### src/logic/vtf_pkg.sv
package vtf_pkg;
  // ----------------------------------------------------------------
  // Register map
  // ----------------------------------------------------------------
  localparam logic [3:0]  OFF_IO_PROC_DIS = 4'h0;
  localparam logic [3:0]  OFF_STATUS      = 4'h4;
  localparam int          BIT_H_CONFIG    = 0;
  localparam logic        H_CONFIG_RST    = 1'b0;
  localparam int          ST_LOCK         = 0;
  localparam int          ST_CARRIER_OK   = 1;
  localparam int          ST_LOOP_EN      = 2;
  localparam int          ST_TEST_MODE    = 3;
  localparam int          ST_H            = 4;
  localparam int          ST_V            = 5;
  localparam int          ST_F            = 6;
  localparam logic [1:0]  RESP_OKAY       = 2'h0;
  localparam logic [1:0]  RESP_DECERR     = 2'h3;

  // ----------------------------------------------------------------
  // TRS words and layout
  // ----------------------------------------------------------------
  localparam logic [9:0]  TRS_WORD0       = 10'h3ff;
  localparam logic [9:0]  TRS_WORD12      = 10'h000;
  localparam int          TRS_LEN         = 4;
  localparam int          XYZ_F_POS       = 8;
  localparam int          XYZ_V_POS       = 7;
  localparam int          XYZ_H_POS       = 6;
  localparam logic [1:0]  SAV_TAIL_CNT    = 2'h3;

  // ----------------------------------------------------------------
  // Pin synchronisers: count, slots and reset values
  // ----------------------------------------------------------------
  localparam int          NUM_ASYNC       = 3;
  localparam int          SYN_CARRIER     = 0;
  localparam int          SYN_LOOP_EN     = 1;
  localparam int          SYN_TEST_SEL    = 2;
  localparam logic [2:0]  SYNC_RST        = 3'h1;
endpackage

### src/logic/vtf_trs_if.sv
`timescale 1ns/100ps
interface vtf_trs_if #(parameter int WIDTH = 10);
  logic [WIDTH-1:0] word_dly;
  logic             trs_start;
  logic             f_bit;
  logic             v_bit;
  logic             h_bit;

  modport prod (output word_dly, trs_start, f_bit, v_bit, h_bit);
  modport cons (input  word_dly, trs_start, f_bit, v_bit, h_bit);
endinterface

### src/logic/vtf_trs_detect.sv
`timescale 1ns/100ps
module vtf_trs_detect #(
  parameter int WIDTH = 10
) (
  input  wire logic             aclk,
  input  wire logic             aresetn,
  input  wire logic [WIDTH-1:0] pix_word,
  vtf_trs_if.prod               trs
);
  // ----------------------------------------------------------------
  // Four word delay line
  // ----------------------------------------------------------------
  logic [WIDTH-1:0] pipe_reg [vtf_pkg::TRS_LEN];

  // Stage 0 loads the new word, later stages age it
  genvar gi;
  generate
    for (gi = 0; gi < vtf_pkg::TRS_LEN; gi++) begin : g_pipe
      always_ff @(posedge aclk) begin
        if (!aresetn) begin
          pipe_reg[gi] <= '0;
        end else if (gi == 0) begin
          pipe_reg[gi] <= pix_word;
        end else begin
          pipe_reg[gi] <= pipe_reg[gi-1];
        end
      end
    end
  endgenerate

  // Oldest word is the first TRS word when the whole pattern is held
  assign trs.word_dly  = pipe_reg[3];
  assign trs.trs_start = (pipe_reg[3] == vtf_pkg::TRS_WORD0)
                      && (pipe_reg[2] == vtf_pkg::TRS_WORD12)
                      && (pipe_reg[1] == vtf_pkg::TRS_WORD12);
  assign trs.f_bit     = pipe_reg[0][vtf_pkg::XYZ_F_POS];
  assign trs.v_bit     = pipe_reg[0][vtf_pkg::XYZ_V_POS];
  assign trs.h_bit     = pipe_reg[0][vtf_pkg::XYZ_H_POS];
endmodule

### src/logic/vtf_top.sv
`timescale 1ns/100ps
module vtf_top #(
  parameter int WIDTH = 10
) (
  input  wire logic             aclk,
  input  wire logic             aresetn,
  // AXI4-Lite slave
  input  wire logic [3:0]       s_axi_awaddr,
  input  wire logic             s_axi_awvalid,
  output wire logic             s_axi_awready,
  input  wire logic [31:0]      s_axi_wdata,
  input  wire logic [3:0]       s_axi_wstrb,
  input  wire logic             s_axi_wvalid,
  output wire logic             s_axi_wready,
  output wire logic [1:0]       s_axi_bresp,
  output wire logic             s_axi_bvalid,
  input  wire logic             s_axi_bready,
  input  wire logic [3:0]       s_axi_araddr,
  input  wire logic             s_axi_arvalid,
  output wire logic             s_axi_arready,
  output wire logic [31:0]      s_axi_rdata,
  output wire logic [1:0]       s_axi_rresp,
  output wire logic             s_axi_rvalid,
  input  wire logic             s_axi_rready,
  // Video path from the deserializer core
  input  wire logic [WIDTH-1:0] pix_word,
  input  wire logic             core_lock_indication,
  output wire logic [WIDTH-1:0] pix_out,
  output wire logic             h_flag,
  output wire logic             v_flag,
  output wire logic             f_flag,
  output wire logic             lock_indication,
  // Asynchronous control pins
  input  wire logic             carrier_detect_input2,
  input  wire logic             loop_output_enable,
  input  wire logic             test_host_select,
  output wire logic             loop_drive_en,
  output wire logic             loop_serial_output_oe_n,
  // Shared host port / JTAG pins
  input  wire logic             cs_tms_pin,
  input  wire logic             sclk_tck_pin,
  input  wire logic             shared_serial_in_pin,
  output wire logic             shared_serial_out_pin,
  output wire logic             shared_serial_out_oe_n,
  // Host serial port side
  output wire logic             host_cs_n,
  output wire logic             host_sclk,
  output wire logic             host_serial_in,
  input  wire logic             host_serial_out,
  input  wire logic             host_serial_out_en,
  // JTAG side
  output wire logic             jtag_tms,
  output wire logic             jtag_tck,
  output wire logic             jtag_tdi,
  input  wire logic             jtag_tdo,
  input  wire logic             jtag_tdo_en
);
  // ----------------------------------------------------------------
  // Declarations
  // ----------------------------------------------------------------
  logic              h_config_reg;
  logic              aw_full_reg;
  logic [3:0]        aw_addr_reg;
  logic              w_full_reg;
  logic [31:0]       w_data_reg;
  logic              w_strb0_reg;
  logic              bvalid_reg;
  logic [1:0]        bresp_reg;
  logic              rvalid_reg;
  logic [31:0]       rdata_reg;
  logic [1:0]        rresp_reg;
  logic [2:0]        sync_reg   [vtf_pkg::NUM_ASYNC];
  logic              stable_reg [vtf_pkg::NUM_ASYNC];
  logic              h_flag_reg;
  logic              h_flag_next;
  logic              h_bit_reg;
  logic              v_flag_reg;
  logic              f_flag_reg;
  logic [1:0]        sav_cnt_reg;
  logic [1:0]        sav_cnt_next;
  logic [WIDTH-1:0]  pix_out_reg;
  logic              lock_reg;

  vtf_trs_if #(.WIDTH(WIDTH)) trs ();

  // ----------------------------------------------------------------
  // TRS detection
  // ----------------------------------------------------------------
  vtf_trs_detect #(.WIDTH(WIDTH)) u_trs (
    .aclk     (aclk),
    .aresetn  (aresetn),
    .pix_word (pix_word),
    .trs      (trs)
  );

  // ----------------------------------------------------------------
  // Pin synchronisers
  // ----------------------------------------------------------------
  wire logic [vtf_pkg::NUM_ASYNC-1:0] pin_raw;
  assign pin_raw[vtf_pkg::SYN_CARRIER]  = carrier_detect_input2;
  assign pin_raw[vtf_pkg::SYN_LOOP_EN]  = loop_output_enable;
  assign pin_raw[vtf_pkg::SYN_TEST_SEL] = test_host_select;

  // Three stages; a change counts once stages two and three agree
  genvar gi;
  generate
    for (gi = 0; gi < vtf_pkg::NUM_ASYNC; gi++) begin : g_sync
      always_ff @(posedge aclk) begin
        if (!aresetn) begin
          sync_reg[gi]   <= {3{vtf_pkg::SYNC_RST[gi]}};
          stable_reg[gi] <= vtf_pkg::SYNC_RST[gi];
        end else begin
          sync_reg[gi]   <= {sync_reg[gi][1:0], pin_raw[gi]};
          if (sync_reg[gi][1] == sync_reg[gi][2]) begin
            stable_reg[gi] <= sync_reg[gi][2];
          end
        end
      end
    end
  endgenerate

  wire logic carrier_ok = !stable_reg[vtf_pkg::SYN_CARRIER];
  wire logic loop_en    = stable_reg[vtf_pkg::SYN_LOOP_EN];
  wire logic test_mode  = stable_reg[vtf_pkg::SYN_TEST_SEL];

  // ----------------------------------------------------------------
  // Loop-through output enable
  // ----------------------------------------------------------------
  // drive only when enabled
  assign loop_drive_en           = loop_en;
  assign loop_serial_output_oe_n = !loop_en;

  // ----------------------------------------------------------------
  // Shared pin routing
  // ----------------------------------------------------------------
  // serial input steering
  assign host_serial_in = test_mode ? 1'b1 : shared_serial_in_pin;
  assign jtag_tdi       = test_mode ? shared_serial_in_pin : 1'b1;
  assign host_cs_n      = test_mode ? 1'b1 : cs_tms_pin;
  assign host_sclk      = test_mode ? 1'b1 : sclk_tck_pin;
  assign jtag_tms       = test_mode ? cs_tms_pin : 1'b1;
  assign jtag_tck       = test_mode ? sclk_tck_pin : 1'b1;
  assign shared_serial_out_pin  = test_mode ? jtag_tdo : host_serial_out;
  assign shared_serial_out_oe_n = test_mode ? !jtag_tdo_en
                                            : !host_serial_out_en;

  // ----------------------------------------------------------------
  // Timing flags
  // ----------------------------------------------------------------
  // Latched H bit, updated at each TRS
  wire logic h_bit_next = trs.trs_start ? trs.h_bit : h_bit_reg;
  wire logic sav_start  = trs.trs_start && !trs.h_bit;

  // hold high through the four SAV words
  assign sav_cnt_next = sav_start ? vtf_pkg::SAV_TAIL_CNT
                      : (sav_cnt_reg != 2'h0) ? sav_cnt_reg - 2'h1
                      : 2'h0;
  // TRS based mode follows the H bit alone
  assign h_flag_next  = h_config_reg ? h_bit_next
                      : (h_bit_next || trs.trs_start
                         || (sav_cnt_reg != 2'h0));

  // flags registered with the word they describe
  always_ff @(posedge aclk) begin
    if (!aresetn) begin
      h_bit_reg   <= 1'b0;
      h_flag_reg  <= 1'b0;
      sav_cnt_reg <= 2'h0;
    end else begin
      h_bit_reg   <= h_bit_next;
      h_flag_reg  <= h_flag_next;
      sav_cnt_reg <= sav_cnt_next;
    end
  end

  always_ff @(posedge aclk) begin
    if (!aresetn) begin
      v_flag_reg <= 1'b0;
      f_flag_reg <= 1'b0;
    end else if (trs.trs_start) begin
      v_flag_reg <= trs.v_bit;
      f_flag_reg <= trs.f_bit;
    end
  end

  // ----------------------------------------------------------------
  // Parallel output and lock
  // ----------------------------------------------------------------
  // mute data and drop lock without carrier
  always_ff @(posedge aclk) begin
    if (!aresetn) begin
      pix_out_reg <= '0;
      lock_reg    <= 1'b0;
    end else begin
      pix_out_reg <= carrier_ok ? trs.word_dly : '0;
      lock_reg    <= carrier_ok && core_lock_indication;
    end
  end

  assign pix_out         = pix_out_reg;
  assign h_flag          = h_flag_reg;
  assign v_flag          = v_flag_reg;
  assign f_flag          = f_flag_reg;
  assign lock_indication = lock_reg;

  // ----------------------------------------------------------------
  // AXI4-Lite write path
  // ----------------------------------------------------------------
  wire logic aw_take  = s_axi_awvalid && !aw_full_reg;
  wire logic w_take   = s_axi_wvalid && !w_full_reg;
  wire logic wr_fire  = aw_full_reg && w_full_reg && !bvalid_reg;
  wire logic wr_cfg   = aw_addr_reg == vtf_pkg::OFF_IO_PROC_DIS;
  wire logic wr_known = wr_cfg || (aw_addr_reg == vtf_pkg::OFF_STATUS);

  assign s_axi_awready = !aw_full_reg;
  assign s_axi_wready  = !w_full_reg;
  assign s_axi_bvalid  = bvalid_reg;
  assign s_axi_bresp   = bresp_reg;

  // Address and data are captured in either order
  always_ff @(posedge aclk) begin
    if (!aresetn) begin
      aw_full_reg <= 1'b0;
      aw_addr_reg <= 4'h0;
    end else if (aw_take) begin
      aw_full_reg <= 1'b1;
      aw_addr_reg <= {s_axi_awaddr[3:2], 2'h0};
    end else if (wr_fire) begin
      aw_full_reg <= 1'b0;
    end
  end

  // Write data holding stage
  always_ff @(posedge aclk) begin
    if (!aresetn) begin
      w_full_reg  <= 1'b0;
      w_data_reg  <= 32'h0;
      w_strb0_reg <= 1'b0;
    end else if (w_take) begin
      w_full_reg  <= 1'b1;
      w_data_reg  <= s_axi_wdata;
      w_strb0_reg <= s_axi_wstrb[0];
    end else if (wr_fire) begin
      w_full_reg  <= 1'b0;
    end
  end

  // flag select held in the processing disable register
  always_ff @(posedge aclk) begin
    if (!aresetn) begin
      h_config_reg <= vtf_pkg::H_CONFIG_RST;
    end else if (wr_fire && wr_cfg && w_strb0_reg) begin
      h_config_reg <= w_data_reg[vtf_pkg::BIT_H_CONFIG];
    end
  end

  // Write response
  always_ff @(posedge aclk) begin
    if (!aresetn) begin
      bvalid_reg <= 1'b0;
      bresp_reg  <= vtf_pkg::RESP_OKAY;
    end else if (wr_fire) begin
      bvalid_reg <= 1'b1;
      bresp_reg  <= wr_known ? vtf_pkg::RESP_OKAY : vtf_pkg::RESP_DECERR;
    end else if (s_axi_bready) begin
      bvalid_reg <= 1'b0;
    end
  end

  // ----------------------------------------------------------------
  // AXI4-Lite read path
  // ----------------------------------------------------------------
  wire logic [3:0]  rd_addr  = {s_axi_araddr[3:2], 2'h0};
  wire logic        ar_take  = s_axi_arvalid && !rvalid_reg;
  wire logic        rd_cfg   = rd_addr == vtf_pkg::OFF_IO_PROC_DIS;
  wire logic        rd_stat  = rd_addr == vtf_pkg::OFF_STATUS;
  wire logic [31:0] cfg_word = {31'h0, h_config_reg};
  wire logic [31:0] stat_word;
  assign stat_word = {25'h0, f_flag_reg, v_flag_reg, h_flag_reg,
                      test_mode, loop_en, carrier_ok, lock_reg};
  wire logic [31:0] rd_word  = rd_cfg  ? cfg_word
                             : rd_stat ? stat_word : 32'h0;

  assign s_axi_arready = !rvalid_reg;
  assign s_axi_rvalid  = rvalid_reg;
  assign s_axi_rdata   = rdata_reg;
  assign s_axi_rresp   = rresp_reg;

  // Read answer one cycle after the address is taken
  always_ff @(posedge aclk) begin
    if (!aresetn) begin
      rvalid_reg <= 1'b0;
      rdata_reg  <= 32'h0;
      rresp_reg  <= vtf_pkg::RESP_OKAY;
    end else if (ar_take) begin
      rvalid_reg <= 1'b1;
      rdata_reg  <= rd_word;
      rresp_reg  <= (rd_cfg || rd_stat) ? vtf_pkg::RESP_OKAY
                                        : vtf_pkg::RESP_DECERR;
    end else if (s_axi_rready) begin
      rvalid_reg <= 1'b0;
    end
  end
endmodule

### config.mk
export PLATFORM = sky130hd
export DESIGN_NAME = vtf_top
export DESIGN_NICKNAME = d
export VERILOG_FILES = /design/src/logic/vtf_pkg.sv /design/src/logic/vtf_trs_if.sv /design/src/logic/vtf_trs_detect.sv /design/src/logic/vtf_top.sv
export SDC_FILE = /design/constraint.sdc
export NUM_CORES = 1
export LEC_CHECK = 0
export ABC_CLOCK_PERIOD_IN_PS = 2600
export BUFFER_PORTS_ARGS = -buffer_cell sky130_fd_sc_hd__clkbuf_2
export CELL_PAD_IN_SITES_DETAIL_PLACEMENT = 1
export CELL_PAD_IN_SITES_GLOBAL_PLACEMENT = 2
export CORE_UTILIZATION = 29
export DETAILED_ROUTE_END_ITERATION = 12
export PLACE_DENSITY_LB_ADDON = 0.08
export SLEW_MARGIN = 25
export SYNTH_ARGS = -nofsm -noshare
export SYNTH_HDL_FRONTEND = slang
export SYNTH_HIERARCHICAL = 1
export SYNTH_SLANG_ARGS = --single-unit
### constraint.sdc
create_clock -name aclk -period 2.6 [get_ports aclk]
set_input_delay 0.52 -clock aclk [delete_from_list [all_inputs] [get_ports aclk]]
set_output_delay 0.52 -clock aclk [all_outputs]
set_load 0.005 [all_outputs]
* Yosys cells after proc, flatten, opt, wreduce, memory -nomap -nowiden
Memories as Yosys holds them, arrays and structs flattened. Cells that the tools add are included.
Cells by class: order comparisons 0, $mul 0, bitwise gates (word level) 11, shift-type cells 0, add/sub/neg operators 1, divide/modulo/power cells 0, reductions and logical operators 34, eq/ne operators 6, multiplexer cells 44
Operators by type and width (number):
- $mux W10 | 4
- $mux W1 | 31
- $logic_not A10 Y1 | 2
- $mux W7 | 2
- $logic_and A1 B1 Y1 | 11
- $eq A10 B10 Y1 const B | 1
- $or A1 B1 Y1 | 10
- $reduce_bool A2 Y1 | 5
- $logic_not A1 Y1 | 9
- $mux W3 | 3
- $logic_not A4 Y1 | 2
- $mux W2 | 4
- $eq A2 B1 Y1 const B | 2
- $logic_or A1 B1 Y1 | 4
- $eq A1 B1 Y1 | 3
- $reduce_or A2 Y1 | 1
- $sub A2 B1 Y2 const B | 1
- $not A1 Y1 | 1
Word-level totals: bits in writable memories 52, latch bits 0, input bits 72, output and inout port bits 65, logic and storage cells 117, ROM bits 0, register bits 62, memories 3
Memory list:
- u_trs.pipe_reg | words 4, width 10, read ports 4, clocked after Yosys merged registers in 0, wr ports 4, line vtf_trs_detect.sv:13 | logic [WIDTH-1:0] pipe_reg [vtf_pkg::TRS_LEN];
- sync_reg | words 3, width 3, read ports 3, clocked after Yosys merged registers in 0, wr ports 3, line vtf_top.sv:72 | logic [2:0] sync_reg [vtf_pkg::NUM_ASYNC];
- stable_reg | words 3, width 1, read ports 3, clocked after Yosys merged registers in 0, wr ports 3, line vtf_top.sv:73 | logic stable_reg [vtf_pkg::NUM_ASYNC];

* Depth between registers and ports, before layout
An unclocked memory read counts as a cell.
depth in word-level cells 8, gate-level depth with buffers 6

* Cells and area by module
The synthesis kept the hierarchy.
By module, submodules not included:
- vtf_top | times used 1, cells an instance 185, area each 1893.1 um^2
- vtf_trs_detect | times used 1, cells an instance 95, area each 1162.4 um^2

* Worst setup path before layout
Ideal clock, no wire load.
kind reg2reg, from mem u_trs.pipe_reg[1][7], to reg h_flag_reg (netlist: h_flag), required time 2484 ps, buffers on the path 0, period minus slack after synthesis 1733 ps, path slack 867 ps, data arrival time 1617 ps, cell stages (with the launch flop) 7, cells stage by stage dfxtp_1 nor4_2 nand4_1 nor4_2 mux2i_1 nor2b_1 a31o_1
RTL lines:
- start: declaration | line vtf_trs_detect.sv:13
- end signal: assignment | line vtf_top.sv:171 | h_flag_reg <= h_flag_next;
- end: declaration | line vtf_top.sv:74 | logic h_flag_reg;

==> flow_metrics.py <==
metrics = {
    "sta": {
        "clock_skew_ns": 0.00839,
        "slew_headroom_pct": 57.0,
        "worst-slew-pin-transition_ns": 0.644,
        "setup_total_negative_slack_ns": 0,
        "clock.fmax_mhz": 534,
        "final_critical_period_ns": 1.87,
        "setup_viol": 0,
        "post-route-period-util_pct": 72.0,
        "hold_violations": 0,
        "grt_setup_unrepaired": "no",
        "finalMaxSlewViolations": 0,
    },
    "finish": {
        "post-route-util_pct": 35.6,
        "layout-drive-gt1-share_pct": 28.8,
        "most_common_cell_after_layout_fill_and_taps_aside": "sky130_fd_sc_hd__dfxtp_1",
        "largest_register_ff_count": 40,
        "layout.cells.most_common_list": "85 x sky130_fd_sc_hd__dfxtp_1, 73 x sky130_fd_sc_hd__clkbuf_2, 56 x sky130_fd_sc_hd__and2_1, 25 x sky130_fd_sc_hd__conb_1, 17 x sky130_fd_sc_hd__nor2b_1",
        "antenna_cells_inserted": 0,
        "area_growth_pct": 19.8,
        "nNetsFinal": 425,
        "layoutNonFillerInstCount": 494,
    },
    "worst_setup_path": {
        "crit_path_end_kind": "output port",
        "cp_data_required_time_ns": 2.08,
        "launching_point_of_the_worst_reg2reg_path": "u_trs/pipe_reg[1][7]$_SDFF_PN0_",
        "r2r_endpoint": "h_flag$_SDFF_PN0_",
        "critical_path_peak_fanout": 10,
        "ff2ff_setup_slack_ns": 0.77,
        "r2r.worst_path.cells": 7,
        "crit_type": "register to output port",
        "worstSetupStartpoint": "stable_reg[2]$_DFF_P_",
        "setup.worst_path.start_class": "register",
        "worst-endpoint-arrival_ns": 1.35,
    },
    "hold_path": {
        "min_path_type": "primary input to register",
        "hold-path-cell-count": 2,
        "hold-path-endpoint": "sync_reg[0][0]$_SDFF_PN1_",
        "worst_hold_startpoint": "carrier_detect_input2",
    },
    "synthesis": {
        "synth_register_bits": 87,
        "synth_flop_cell": "sky130_fd_sc_hd__dfxtp_1",
        "post_synth_and_or_nand_nor_area_fraction_pct": 25.0,
        "ys_seq_area_share_pct": 57.7,
        "synth_edf_count": 2,
        "synth_top_family_by_area": "simple AND/OR/NAND/NOR gates",
        "synth.mux.area_fraction_pct": 4.30,
        "synthXorXnorAreaFrac_pct": 0.573,
        "synthesis.area_per_instance_sq_um": 10.9,
        "postSynthCellCount": 280,
        "yosys.cell_types.count": 37,
        "synth_compound_area_share_pct": 3.48,
        "post_synth_fa_ha_maj_area_fraction_pct": 0,
        "ys.warnings.count": 6,
        "synthesis.area_sq_um": 3060,
        "ys_async_sr_fraction_pct": 0,
    },
    "clock_tree": {
        "cts_tree": "built",
        "tritoncts_buffers": 9,
        "clkTransAtPathRegs_ns": 0.09,
        "clk_latency_ns": 0.34,
        "cts_buffer_depth": 2,
        "cts_max_level": 3,
        "clk_root_buf": "sky130_fd_sc_hd__clkbuf_8",
        "post-cts-setup-buffer-count": 0,
        "cts_num_sinks": 87,
        "cts_resized": 0,
        "cts_hold_buffers": 0,
    },
    "pwr": {
        "power.static_leakage_uw": 0.00160,
        "power_density_nw_per_um2": 684,
        "largest_voltage_drop_on_the_vdd_net_mv": 0.211,
    },
    "placement": {
        "dp_hpwl_um": 4110,
        "port_buffers": 73,
        "final_weighted_congestion_of_routability_driven_global_placement": 0.652,
        "dpl.cell_count": 478,
    },
    "detailed_routing": {
        "detail_route.wl_per_cell_um": 11.3,
        "avgViaCountPerCell": 3.97,
        "drt-pass1-iter-count": 3,
        "vias": 1962,
        "ant_nets": 0,
        "remaining_drc_errors": 0,
        "route.final.wire_length_um": 5570,
        "detail_route.iter0.violations": 48,
    },
    "global_route": {
        "grtUsageTotal_pct": 10.9,
        "grt_pass1_vias": 1933,
        "overflow": 0,
        "maximum_number_of_pins_on_one_net_before_global_route_repair": 42,
        "grt_antenna_before_repair": 0,
        "first_pass_grt_wire_length_um": 9320,
    },
    "run_status": {
        "run_status": "finished, final reports clean",
    },
    "floorplan": {
        "starting_density_of_the_core_pct": 29.7,
        "floorplan.rows": 37,
        "floorplan.io_pins": 137,
        "design.die.area_sq_um": 11000,
        "die_h_um": 105,
        "die_w_um": 105,
        "coreArea_sq_um": 10300,
    },
    "run": {
        "timing.max_cap.violations": 0,
    },
}
[logic make-up (layout without fill, tap and decap cells)]
| kind of cell | Yosys count | in the layout |
|---|---|---|
| AND/OR/NAND/NOR | 120 | 120 |
| flip-flops | 87 | 87 |
| buffers and inverters | 43 | 97 |
| AO/OA/AOI/OAI | 14 | 14 |
| multiplexers | 13 | 13 |
| XOR/XNOR | 2 | 2 |
| other | 1 | 25 |
[power breakdown]
group,total (uW),internal [uW],leakage [uW],switching (uW)
sequential,1390,1370,0.000713,20.9
clock,980,468,0.000105,512
combinational,129,67.7,0.000787,60.8
[cells in the mapped netlist (2+ instances only)]
library cell / n / share of area [%]
sky130_fd_sc_hd__inv_1: 5 / 0.61
sky130_fd_sc_hd__clkbuf_1: 9 / 1.1
sky130_fd_sc_hd__buf_4: 27 / 6.6
sky130_fd_sc_hd__and2_1: 56 / 11
sky130_fd_sc_hd__dfxtp_1: 85 / 56
sky130_fd_sc_hd__nand3b_1: 2 / 0.49
sky130_fd_sc_hd__nor4_2: 4 / 1.6
sky130_fd_sc_hd__nand2b_1: 9 / 1.8
sky130_fd_sc_hd__nor2_1: 5 / 0.61
sky130_fd_sc_hd__nor2b_1: 17 / 3.5
sky130_fd_sc_hd__nand4_1: 2 / 0.41
sky130_fd_sc_hd__nand2_1: 10 / 1.2
sky130_fd_sc_hd__a22oi_1: 5 / 1.2
sky130_fd_sc_hd__or2_2: 4 / 0.82
sky130_fd_sc_hd__a21boi_0: 5 / 1.2
sky130_fd_sc_hd__xor2_1: 2 / 0.57
sky130_fd_sc_hd__mux2i_1: 12 / 3.9
sky130_fd_sc_hd__edfxtp_1: 2 / 2.0
[cell type report]
cell class,count,area [sq um]
flip-flops and latches,87,1760
clock buffers,9,124
inverters,5,18.8
fillers,1194,6620
multi-input cells,174,1110
repair buffers,76,388
well taps,136,170
clock inverters,7,86.3
[worst max path at each step]
stage,to,slack (ns),cells after the start
4_1_cts,shared_serial_out_pin,0.69,2
6_report,shared_serial_out_pin,0.73,2
3_3_place_gp,h_flag$_SDFF_PN0_,0.76,7
2_1_floorplan,h_flag$_SDFF_PN0_,0.87,6
5_1_grt,h_flag$_SDFF_PN0_,0.56,7
3_5_place_dp,h_flag$_SDFF_PN0_,0.76,7
[metal layers]
metal / track usage [%] / vias up / part of all wire [%]
li1: - / 991 / -
met4: 5.13 / 0 / 1.7
met2: 16.7 / 72 / 44
met3: 3.18 / 8 / 6.3
met1: 14.0 / 891 / 48
met5: 0 / - / 0
[critical path, cell delays in order (launching register included)]
cell	delay, ns
sky130_fd_sc_hd__dfxtp_1	0.53
sky130_fd_sc_hd__mux2_2	0.38
sky130_fd_sc_hd__clkbuf_2	0.11
[per-stage QoR]
step	hold WS [ns]	total power [uW]	setup WS (ns)	instance area, sq um
global placement	0.392	1560	0.764	3450
global route	0.353	2640	0.559	3660
detailed placement	0.409	1560	0.764	3450
CTS	0.336	2560	0.690	3660
floorplan	0.386	1530	0.867	3150
finish	0.355	2500	0.727	3660
Power figures use the tool's default switching activity.
